$ cat config.mk
export PLATFORM = sky130hd
export DESIGN_NAME = tcf_timer
export DESIGN_NICKNAME = d
export VERILOG_FILES = /design/src/include/tcf_pkg.sv /design/src/hw/tcf_compare_unit.sv /design/src/hw/tcf_timer.sv
export SDC_FILE = /design/constraint.sdc
export NUM_CORES = 1
export LEC_CHECK = 0
export BUFFER_PORTS_ARGS = -buffer_cell sky130_fd_sc_hd__buf_2
export CORE_ASPECT_RATIO = 0.5
export CORE_MARGIN = 3
export CORE_UTILIZATION = 50
export CTS_CLUSTER_DIAMETER = 200
export CTS_CLUSTER_SIZE = 25
export DETAILED_ROUTE_END_ITERATION = 16
export PLACE_DENSITY_LB_ADDON = 0.1
export SLEW_MARGIN = 20
export SYNTH_ARGS = -nofsm -noshare
export SYNTH_HDL_FRONTEND = slang
export SYNTH_SLANG_ARGS = --single-unit
$ cat constraint.sdc
create_clock -name clock -period 3.8 [get_ports clock]
set_input_delay 0.19 -clock clock [delete_from_list [all_inputs] [get_ports clock]]
set_output_delay 0.19 -clock clock [all_outputs]
set_load 0.005 [all_outputs]
$ cat src/include/tcf_pkg.sv
// ****************************************
// timer constants
// ****************************************
package tcf_pkg;

  // waveform mode codes
  localparam logic [3:0]  MODE_NORMAL    = 4'h0;
  localparam logic [3:0]  MODE_CTC_CMP   = 4'h4;
  localparam logic [3:0]  MODE_FPWM_8    = 4'h5;
  localparam logic [3:0]  MODE_FPWM_9    = 4'h6;
  localparam logic [3:0]  MODE_FPWM_10   = 4'h7;
  localparam logic [3:0]  MODE_CTC_CAP   = 4'hc;
  localparam logic [3:0]  MODE_FPWM_CAP  = 4'he;
  localparam logic [3:0]  MODE_FPWM_CMP  = 4'hf;

  // fixed top values
  localparam logic [15:0] TOP_8BIT       = 16'h00ff;
  localparam logic [15:0] TOP_9BIT       = 16'h01ff;
  localparam logic [15:0] TOP_10BIT      = 16'h03ff;
  localparam logic [15:0] COUNT_MAX      = 16'hffff;
  localparam logic [15:0] COUNT_BOTTOM   = 16'h0000;

  // compare output actions
  localparam logic [1:0]  ACT_NONE       = 2'h0;
  localparam logic [1:0]  ACT_TOGGLE     = 2'h1;
  localparam logic [1:0]  ACT_CLEAR      = 2'h2;
  localparam logic [1:0]  ACT_SET        = 2'h3;

  // prescaler selections and divisors
  localparam logic [2:0]  PRE_STOP       = 3'h0;
  localparam logic [2:0]  PRE_DIV1       = 3'h1;
  localparam logic [2:0]  PRE_DIV8       = 3'h2;
  localparam logic [2:0]  PRE_DIV64      = 3'h3;
  localparam logic [2:0]  PRE_DIV256     = 3'h4;
  localparam logic [2:0]  PRE_DIV1024    = 3'h5;
  localparam logic [9:0]  DIV1_LAST      = 10'h000;
  localparam logic [9:0]  DIV8_LAST      = 10'h007;
  localparam logic [9:0]  DIV64_LAST     = 10'h03f;
  localparam logic [9:0]  DIV256_LAST    = 10'h0ff;
  localparam logic [9:0]  DIV1024_LAST   = 10'h3ff;

  // reset values
  localparam logic [15:0] RST_COUNT      = 16'h0000;
  localparam logic [15:0] RST_COMPARE    = 16'h0000;
  localparam logic [9:0]  RST_PRESCALE   = 10'h000;

endpackage : tcf_pkg

$ cat src/hw/tcf_compare_unit.sv
`timescale 1ns/10ps
// ****************************************
// one compare channel
// ****************************************
module tcf_compare_unit
  import tcf_pkg::*;
#(
  parameter int W = 16
)
(
  // clock and reset
  input  wire logic         clock,
  input  wire logic         rst,
  // timer state
  input  wire logic         tick,
  input  wire logic [W-1:0] counter_value,
  input  wire logic         fast_pwm,
  input  wire logic         at_top,
  input  wire logic         toggle_ok,
  // configuration
  input  wire logic [1:0]   compare_output_action,
  input  wire logic [W-1:0] write_mask,
  input  wire logic         compare_wr,
  input  wire logic [W-1:0] wr_data,
  input  wire logic         flag_clr,
  // results
  output logic [W-1:0]      compare_value,
  output logic [W-1:0]      buffer_value,
  output logic              match,
  output logic              compare_flag,
  output logic              compare_state
);

  logic [W-1:0] active_r;
  logic [W-1:0] buffer_r;
  logic         flag_r;
  logic         state_r;
  logic         state_nxt;

  assign compare_value = active_r;
  assign buffer_value  = buffer_r;
  assign compare_flag  = flag_r;
  assign compare_state = state_r;
  assign match         = (counter_value == active_r);

  // buffer catches writes, masked to the fixed resolution
  always_ff @(posedge clock or posedge rst)
  begin
    if (rst)
      buffer_r <= RST_COMPARE;
    else if (compare_wr)
      buffer_r <= wr_data & write_mask;
  end

  // active value: direct outside fast pwm, loaded at top inside it
  always_ff @(posedge clock or posedge rst)
  begin
    if (rst)
      active_r <= RST_COMPARE;
    else if (compare_wr && !fast_pwm)
      active_r <= wr_data & write_mask;
    else if (fast_pwm && tick && at_top)
      active_r <= buffer_r;
  end

  // match flag; a set in the clearing cycle wins
  always_ff @(posedge clock or posedge rst)
  begin
    if (rst)
      flag_r <= 1'b0;
    else if (tick && match)
      flag_r <= 1'b1;
    else if (flag_clr)
      flag_r <= 1'b0;
  end

  // output state; action is read live so a new setting acts at the next match
  always_comb
  begin
    state_nxt = state_r;
    if (tick && fast_pwm)
    begin
      if (at_top && compare_output_action == ACT_CLEAR)
        state_nxt = 1'b0;
      if (at_top && compare_output_action == ACT_SET)
        state_nxt = 1'b1;
      // match applied last so a value equal to top gives a steady level
      if (match)
      begin
        unique case (compare_output_action)
          ACT_NONE:   state_nxt = state_r;
          ACT_TOGGLE: state_nxt = toggle_ok ? !state_r : state_r;
          ACT_CLEAR:  state_nxt = 1'b1;
          ACT_SET:    state_nxt = 1'b0;
        endcase
      end
    end
    else if (tick && match)
    begin
      unique case (compare_output_action)
        ACT_NONE:   state_nxt = state_r;
        ACT_TOGGLE: state_nxt = !state_r;
        ACT_CLEAR:  state_nxt = 1'b0;
        ACT_SET:    state_nxt = 1'b1;
      endcase
    end
  end

  always_ff @(posedge clock or posedge rst)
  begin
    if (rst)
      state_r <= 1'b0;
    else
      state_r <= state_nxt;
  end

  // ****************************************
  // checks
  // ****************************************
  mask_write_a: assert property (@(posedge clock) disable iff (rst)
    compare_wr |=> (buffer_r & ~$past(write_mask)) == '0)
    else $error("compare buffer kept bits above resolution");
  ctc_toggle_a: assert property (@(posedge clock) disable iff (rst)
    tick && match && !fast_pwm && compare_output_action == ACT_TOGGLE |=> state_r != $past(state_r))
    else $error("toggle did not invert output");
  pwm_set_a: assert property (@(posedge clock) disable iff (rst)
    tick && match && fast_pwm && compare_output_action == ACT_CLEAR |=> state_r)
    else $error("non-inverted pwm not set on match");
  buffer_load_a: assert property (@(posedge clock) disable iff (rst)
    fast_pwm && tick && at_top && !compare_wr |=> active_r == $past(buffer_r))
    else $error("active compare not loaded at top");
  match_flag_a: assert property (@(posedge clock) disable iff (rst)
    tick && match |=> flag_r)
    else $error("compare flag missed");
  action_none_a: assert property (@(posedge clock) disable iff (rst)
    compare_output_action == ACT_NONE && !(fast_pwm && at_top) |=> $stable(state_r))
    else $error("output moved with no action");

endmodule : tcf_compare_unit

$ cat src/hw/tcf_timer.sv
`timescale 1ns/10ps
module tcf_timer
  import tcf_pkg::*;
#(
  parameter int W = 16
)
(
  // clock and reset
  input  wire logic         clock,
  input  wire logic         rst,
  // configuration
  input  wire logic [3:0]   waveform_mode_select,
  input  wire logic [2:0]   clock_select,
  input  wire logic [1:0]   compare_a_output_action,
  input  wire logic [1:0]   compare_b_output_action,
  // register writes
  input  wire logic [W-1:0] wr_data,
  input  wire logic         compare_a_wr,
  input  wire logic         compare_b_wr,
  input  wire logic         capture_top_wr,
  // flag clears
  input  wire logic         overflow_flag_clr,
  input  wire logic         compare_a_flag_clr,
  input  wire logic         compare_b_flag_clr,
  input  wire logic         capture_flag_clr,
  // port control
  input  wire logic         pin_direction_a,
  input  wire logic         pin_direction_b,
  input  wire logic         port_data_a,
  input  wire logic         port_data_b,
  // status
  output logic [W-1:0]      counter_value,
  output logic [W-1:0]      compare_a_value,
  output logic [W-1:0]      compare_b_value,
  output logic [W-1:0]      capture_top_value,
  output logic              overflow_flag,
  output logic              compare_a_flag,
  output logic              compare_b_flag,
  output logic              capture_flag,
  // pins
  output logic              compare_a_pin,
  output logic              compare_a_pin_oe,
  output logic              compare_b_pin,
  output logic              compare_b_pin_oe
);

  // ****************************************
  // prescaler
  // ****************************************
  logic [9:0]   pre_r;
  logic [9:0]   pre_last;
  logic         tick;

  // divisor choice; a stopped prescaler never ticks
  always_comb
  begin
    unique case (clock_select)
      PRE_DIV1:    pre_last = DIV1_LAST;
      PRE_DIV8:    pre_last = DIV8_LAST;
      PRE_DIV64:   pre_last = DIV64_LAST;
      PRE_DIV256:  pre_last = DIV256_LAST;
      PRE_DIV1024: pre_last = DIV1024_LAST;
      default:     pre_last = DIV1_LAST;
    endcase
  end

  assign tick = (clock_select != PRE_STOP) && (clock_select <= PRE_DIV1024)
                && (pre_r >= pre_last);

  // reaching past the last count also ticks, so a divisor change never stalls
  always_ff @(posedge clock or posedge rst)
  begin
    if (rst)
      pre_r <= RST_PRESCALE;
    else if (tick || clock_select == PRE_STOP)
      pre_r <= RST_PRESCALE;
    else
      pre_r <= pre_r + 10'h001;
  end

  // ****************************************
  // mode decode and top selection
  // ****************************************
  logic         ctc_mode;
  logic         fast_pwm;
  logic         fixed_top;
  logic [W-1:0] top_value;
  logic [W-1:0] write_mask;
  logic         at_top;
  logic         match_a;
  logic         match_b;

  assign ctc_mode  = (waveform_mode_select == MODE_CTC_CMP) || (waveform_mode_select == MODE_CTC_CAP);
  assign fast_pwm  = (waveform_mode_select == MODE_FPWM_8) || (waveform_mode_select == MODE_FPWM_9)
                  || (waveform_mode_select == MODE_FPWM_10) || (waveform_mode_select == MODE_FPWM_CAP)
                  || (waveform_mode_select == MODE_FPWM_CMP);
  assign fixed_top = (waveform_mode_select == MODE_FPWM_8) || (waveform_mode_select == MODE_FPWM_9)
                  || (waveform_mode_select == MODE_FPWM_10);

  // top source per mode; normal and unsupported modes run to the full range
  always_comb
  begin
    unique case (waveform_mode_select)
      MODE_CTC_CMP:  top_value = compare_a_value;
      MODE_CTC_CAP:  top_value = capture_top_value;
      MODE_FPWM_8:   top_value = TOP_8BIT;
      MODE_FPWM_9:   top_value = TOP_9BIT;
      MODE_FPWM_10:  top_value = TOP_10BIT;
      MODE_FPWM_CAP: top_value = capture_top_value;
      MODE_FPWM_CMP: top_value = compare_a_value;
      default:       top_value = COUNT_MAX;
    endcase
  end

  // compare writes lose bits above a fixed top's resolution
  assign write_mask = fixed_top ? top_value : COUNT_MAX;

  // equality only: a top already passed is missed until the counter wraps
  assign at_top = (ctc_mode || fast_pwm) && (counter_value == top_value);

  // ****************************************
  // counter
  // ****************************************
  logic [W-1:0] count_r;

  assign counter_value = count_r;

  // clears on the tick after it stands at top, otherwise climbs and wraps
  always_ff @(posedge clock or posedge rst)
  begin
    if (rst)
      count_r <= RST_COUNT;
    else if (tick && at_top)
      count_r <= COUNT_BOTTOM;
    else if (tick)
      count_r <= count_r + W'(1);
  end

  // ****************************************
  // capture register used as top
  // ****************************************
  logic [W-1:0] capture_r;

  assign capture_top_value = capture_r;

  // no buffering here, so a late lower value costs a full wrap
  always_ff @(posedge clock or posedge rst)
  begin
    if (rst)
      capture_r <= RST_COMPARE;
    else if (capture_top_wr)
      capture_r <= wr_data;
  end

  // ****************************************
  // flags
  // ****************************************
  logic         overflow_r;
  logic         capture_flag_r;
  logic         cap_is_top;

  assign overflow_flag = overflow_r;
  assign capture_flag  = capture_flag_r;
  assign cap_is_top    = (waveform_mode_select == MODE_CTC_CAP) || (waveform_mode_select == MODE_FPWM_CAP);

  // overflow at top in fast pwm, at the full-range wrap otherwise; set wins
  always_ff @(posedge clock or posedge rst)
  begin
    if (rst)
      overflow_r <= 1'b0;
    else if (tick && fast_pwm && at_top)
      overflow_r <= 1'b1;
    else if (tick && !fast_pwm && count_r == COUNT_MAX)
      overflow_r <= 1'b1;
    else if (overflow_flag_clr)
      overflow_r <= 1'b0;
  end

  // capture flag marks top when the capture register defines it
  always_ff @(posedge clock or posedge rst)
  begin
    if (rst)
      capture_flag_r <= 1'b0;
    else if (tick && cap_is_top && at_top)
      capture_flag_r <= 1'b1;
    else if (capture_flag_clr)
      capture_flag_r <= 1'b0;
  end

  // ****************************************
  // compare channels
  // ****************************************
  logic         state_a;
  logic         state_b;

  // channel a defines top in modes 4 and 15, so its flag marks top there
  tcf_compare_unit #(.W(W)) u_cmp_a (
    .clock                 (clock),
    .rst                   (rst),
    .tick                  (tick),
    .counter_value         (count_r),
    .fast_pwm              (fast_pwm),
    .at_top                (at_top),
    .toggle_ok             (waveform_mode_select == MODE_FPWM_CMP),
    .compare_output_action (compare_a_output_action),
    .write_mask            (write_mask),
    .compare_wr            (compare_a_wr),
    .wr_data               (wr_data),
    .flag_clr              (compare_a_flag_clr),
    .compare_value         (compare_a_value),
    .buffer_value          (),
    .match                 (match_a),
    .compare_flag          (compare_a_flag),
    .compare_state         (state_a)
  );

  tcf_compare_unit #(.W(W)) u_cmp_b (
    .clock                 (clock),
    .rst                   (rst),
    .tick                  (tick),
    .counter_value         (count_r),
    .fast_pwm              (fast_pwm),
    .at_top                (at_top),
    .toggle_ok             (1'b0),
    .compare_output_action (compare_b_output_action),
    .write_mask            (write_mask),
    .compare_wr            (compare_b_wr),
    .wr_data               (wr_data),
    .flag_clr              (compare_b_flag_clr),
    .compare_value         (compare_b_value),
    .buffer_value          (),
    .match                 (match_b),
    .compare_flag          (compare_b_flag),
    .compare_state         (state_b)
  );

  // ****************************************
  // pin override
  // ****************************************
  // compare state replaces the port data whenever an action is set; the enable follows the direction bit alone
  assign compare_a_pin    = (compare_a_output_action != ACT_NONE) ? state_a : port_data_a;
  assign compare_a_pin_oe = pin_direction_a;
  assign compare_b_pin    = (compare_b_output_action != ACT_NONE) ? state_b : port_data_b;
  assign compare_b_pin_oe = pin_direction_b;

  // ****************************************
  // checks
  // ****************************************
  ctc_clear_a: assert property (@(posedge clock) disable iff (rst)
    tick && ctc_mode && count_r == top_value |=> count_r == COUNT_BOTTOM)
    else $error("counter not cleared at top");
  ctc_wrap_a: assert property (@(posedge clock) disable iff (rst)
    tick && ctc_mode && count_r == COUNT_MAX
    |=> count_r == COUNT_BOTTOM && overflow_r)
    else $error("wrap did not set overflow");
  pwm_top_a: assert property (@(posedge clock) disable iff (rst)
    tick && fast_pwm && at_top |=> count_r == COUNT_BOTTOM && overflow_r)
    else $error("fast pwm top handling wrong");
  cap_flag_a: assert property (@(posedge clock) disable iff (rst)
    tick && cap_is_top && count_r == capture_r |=> capture_flag_r)
    else $error("capture flag missed at top");
  hold_count_a: assert property (@(posedge clock) disable iff (rst)
    !tick |=> count_r == $past(count_r))
    else $error("counter moved without tick");
  div8_tick_a: assert property (@(posedge clock) disable iff (rst)
    tick && clock_select == PRE_DIV8 ##1 clock_select == PRE_DIV8 [*8] |-> tick && !$past(tick))
    else $error("divide by eight ticked early");
  pin_drive_a: assert property (@(posedge clock) disable iff (rst)
    compare_a_output_action != ACT_NONE |-> compare_a_pin == state_a && compare_a_pin_oe == pin_direction_a)
    else $error("pin does not show compare state");
  step_up_a: assert property (@(posedge clock) disable iff (rst)
    tick && fast_pwm && !at_top |=> count_r == $past(count_r) + 16'h0001)
    else $error("fast pwm count did not step up");

endmodule : tcf_timer

==> results.md <==
* CP arrival at 3.14 ns
* Sequential cell area fraction in the yosys report at 43.0%
* Post-synthesis xor/xnor area fraction at 7.11%
* Post-synthesis mux area share at 8.30%
* CTS tree: done
* Pin count of the biggest net entering global routing at 62
* Largest family of logic cells by synthesized area: compound AO/OA/AOI/OAI gates
* Min Hold Slack at 0.00430 ns
* Most frequent cells in the layout: dfrtp_1 (112), buf_2 (107), nor2_1 (50)
* Post-Syn Nets at 726
* Core area at 0.0123 mm2
* Leakage at 3.43 nW
* DR iter-0 viols at 572
* Final WS setup at 0.950 ns
* Initial antenna violation count at 0
* WL per Instance at 21.0 um
* Worst Path Required at 4.09 ns
* Routed via count at 5691
* Root Driver: clkbuf_16
* Number of global-route vias before repair at 5298
* Final wirelength at 19500 um
* Max Cap Violations at 0
* RD Place Congestion at 0.925
* Adder-Cell Fraction of Synth Area at 2.30%
* Die height at 86.8 um
* Maximum buffer depth of the clock tree at 2
* Clock transition at path regs at 0.08 ns
* Max-slew violations at 0
* Total gr overflow at 0
* Post-route setup TNS at 0 ns
* Unrepaired setup endpoints after global routing: no
* Synthesized area at 0.00653 mm2
* Critical Setup Path Class: flip-flop to flip-flop
* Placed cell area at 0.00712 mm2
* Hold Crit Class: input port to flip-flop
* Setup violators final at 0
* H-tree level count at 3
* Mapped Cells at 674
* Antenna viol nets, final at 0
* # rows at 28
* Status: finished, final reports clean
* Commonest register cell after synthesis: dfrtp_1
* Yosys reg bits at 112
* Layout Skew at 0.0137 ns
* Hold Violations, Final at 0
* Simple logic cell fraction of the synthesized area at 15.6%
* DRC errors left at 0
* Ant diodes at 0
* Synth Warn # at 0
* Unique masters post-synth at 67
* Crit end category: flip-flop
* Crit Path Max Fanout at 13
* Commonest non-fill, non-tap cell in the layout: dfrtp_1
* Synth-to-Final Area Change at 14.4%
* Number of synthesized flops with an enable pin at 0
* Num CTS Buffers at 9
* Setup WS pre-CTS at 0.752 ns
* Tightest Pin Transition at 0.937 ns
* First-pass DRT Iterations at 5
* Vias per cell at 6.13
* Min cycle time layout at 2.85 ns
* Max VDD drop at 0.000251 V
* Sink Count at 112
* GRT Overall Usage at 27.1%
* Post-route cell area at 0.00746 mm2
* Worst skew pair latency at 0.37 ns
* Share of post-route cells with drive strength above 1 at 25.3%
* Initial core utilization at 53.2%
* Fin crit share at 75.0%
* Post_cts resized at 0
* Post-layout net count at 810
* Die ar. at 0.0145 mm2
* DIE WIDTH at 168 um
* Critical Path Start Type: flip-flop
* Post-synthesis compound-gate area fraction at 17.4%
* Max_slew headroom at 37.3%
* Post-Syn Area per Cell at 9.68 um2
* DP Wirelength at 14200 um
* Asr flop ratio synth at 100%
* Top-level I/O count at 112
* First-pass GRT wire length at 30600 um
* IO Port Bufs at 107
* Max Clock Freq at 351 MHz
* Power density over the cells at 450 mW/mm2
## layout make-up
class | count | area (um2)
fill | 1085 | 4800
multi-input combinational | 471 | 3310
sequential | 112 | 2800
timing repair buffer | 120 | 648
clock buffer | 9 | 225
tap | 165 | 206
inverter | 44 | 168
clock inverter | 7 | 105
## critical path, stage by stage (launching register included)
cell	delay [ns]
dfrtp_1	0.49
or4_4	0.46
o221a_2	0.14
a21oi_1	0.16
o31ai_1	0.10
o2111a_2	0.29
and3_1	0.26
a21oi_2	0.62
a221o_1	0.26
## routing by layer
metal  global-route usage, %  vias up  wire (um)  part of all wire [%]
li1                        -     2598          -                     -
met4                    5.49        0        169                  0.87
met2                    39.4      259       8300                    43
met5                       0        -          0                     0
met3                    5.56       19       1610                   8.3
met1                    41.9     2815       9370                    48
## through the flow
stage	utilization (%)	std cells	total power, mW
2_1_floorplan	-	674	2.01
3_3_place_gp	58.1	911	2.29
3_5_place_dp	58.1	911	2.31
4_1_cts	60.9	928	3.36
5_1_grt	60.9	928	3.53
6_report	60.9	928	3.36
## report_power, final
group          switching, mW  internal [mW]
sequential             0.230           1.33
combinational          0.388          0.348
clock                  0.519          0.541
total                   1.14           2.22
## registers in the layout, indices dropped and copies added (netlist names)
| name | flops |
|---|---|
| capture_flag | 1 |
| capture_top_value | 16 |
| counter_value | 16 |
| overflow_flag | 1 |
| pre_r | 10 |
| u_cmp_a.buffer_value | 16 |
| u_cmp_a.compare_flag | 1 |
| u_cmp_a.compare_state | 1 |
| u_cmp_a.compare_value | 16 |
| u_cmp_b.buffer_value | 16 |
| u_cmp_b.compare_flag | 1 |
| u_cmp_b.compare_state | 1 |
| u_cmp_b.compare_value | 16 |
## synthesized netlist by cell type, types with 3 or more instances
cell / n / area [um2]
a221o_1: 14 / 140
o21a_1: 4 / 30.0
xor2_1: 27 / 236
and3_1: 20 / 125
nand2_1: 32 / 120
nor3_1: 7 / 35.0
o22ai_1: 15 / 93.8
o21ai_0: 34 / 170
nand4_1: 11 / 68.8
and2_1: 4 / 25.0
nor2b_1: 7 / 43.8
buf_6: 6 / 67.6
o211ai_1: 6 / 45.0
dfrtp_1: 112 / 2800
inv_1: 43 / 161
mux2i_1: 8 / 80.1
a41oi_1: 6 / 52.6
nand2b_1: 8 / 50.1
clkbuf_1: 28 / 105
o32ai_1: 6 / 52.6
ha_1: 12 / 150
o221ai_1: 5 / 43.8
or3_1: 4 / 25.0
a21oi_1: 36 / 180
or2_2: 3 / 18.8
xnor2_1: 26 / 228
nor4_1: 7 / 43.8
nor4_2: 3 / 37.5
mux2_2: 41 / 462
buf_4: 5 / 37.5
o2bb2ai_1: 5 / 43.8
a31oi_1: 5 / 31.3
buf_2: 8 / 40.0
and3b_1: 3 / 26.3
nor2_1: 50 / 188
nand3_1: 25 / 125
## timing repair
action / CTS / global route
buffers inserted: 0 / 0
hold endpoints to repair: 51 / 0
hold buffers: 1 / 0
## logic make-up after synthesis
family,count (synthesis)
simple gates,193
flops,112
fa+ha+maj,12
xor+xnor,53
mux,49
buf+inv,91
compound gates,164
## final timing paths
| check | from | to | slack [ns] | cells after the start |
|---|---|---|---|---|
| min in group asynchronous | rst | pre_r[2]$_DFF_PP0_ | 0.49 | 3 |
| worst max-delay path | u_cmp_a.compare_value[7]$_DFFE_PP0P_ | u_cmp_a.compare_value[15]$_DFFE_PP0P_ | 0.95 | 8 |
| max in group asynchronous | rst | u_cmp_b.compare_value[13]$_DFFE_PP0P_ | 2.54 | 4 |
| worst max register to register | u_cmp_a.compare_value[7]$_DFFE_PP0P_ | u_cmp_a.compare_value[15]$_DFFE_PP0P_ | 0.95 | 8 |
| worst min register to register | overflow_flag$_DFFE_PP0P_ | overflow_flag$_DFFE_PP0P_ | 0.50 | 2 |
| worst min-delay path | compare_a_flag_clr | u_cmp_a.compare_flag$_DFFE_PP0P_ | 0.004 | 2 |
No activity file was read; power rests on OpenSTA's default activity.
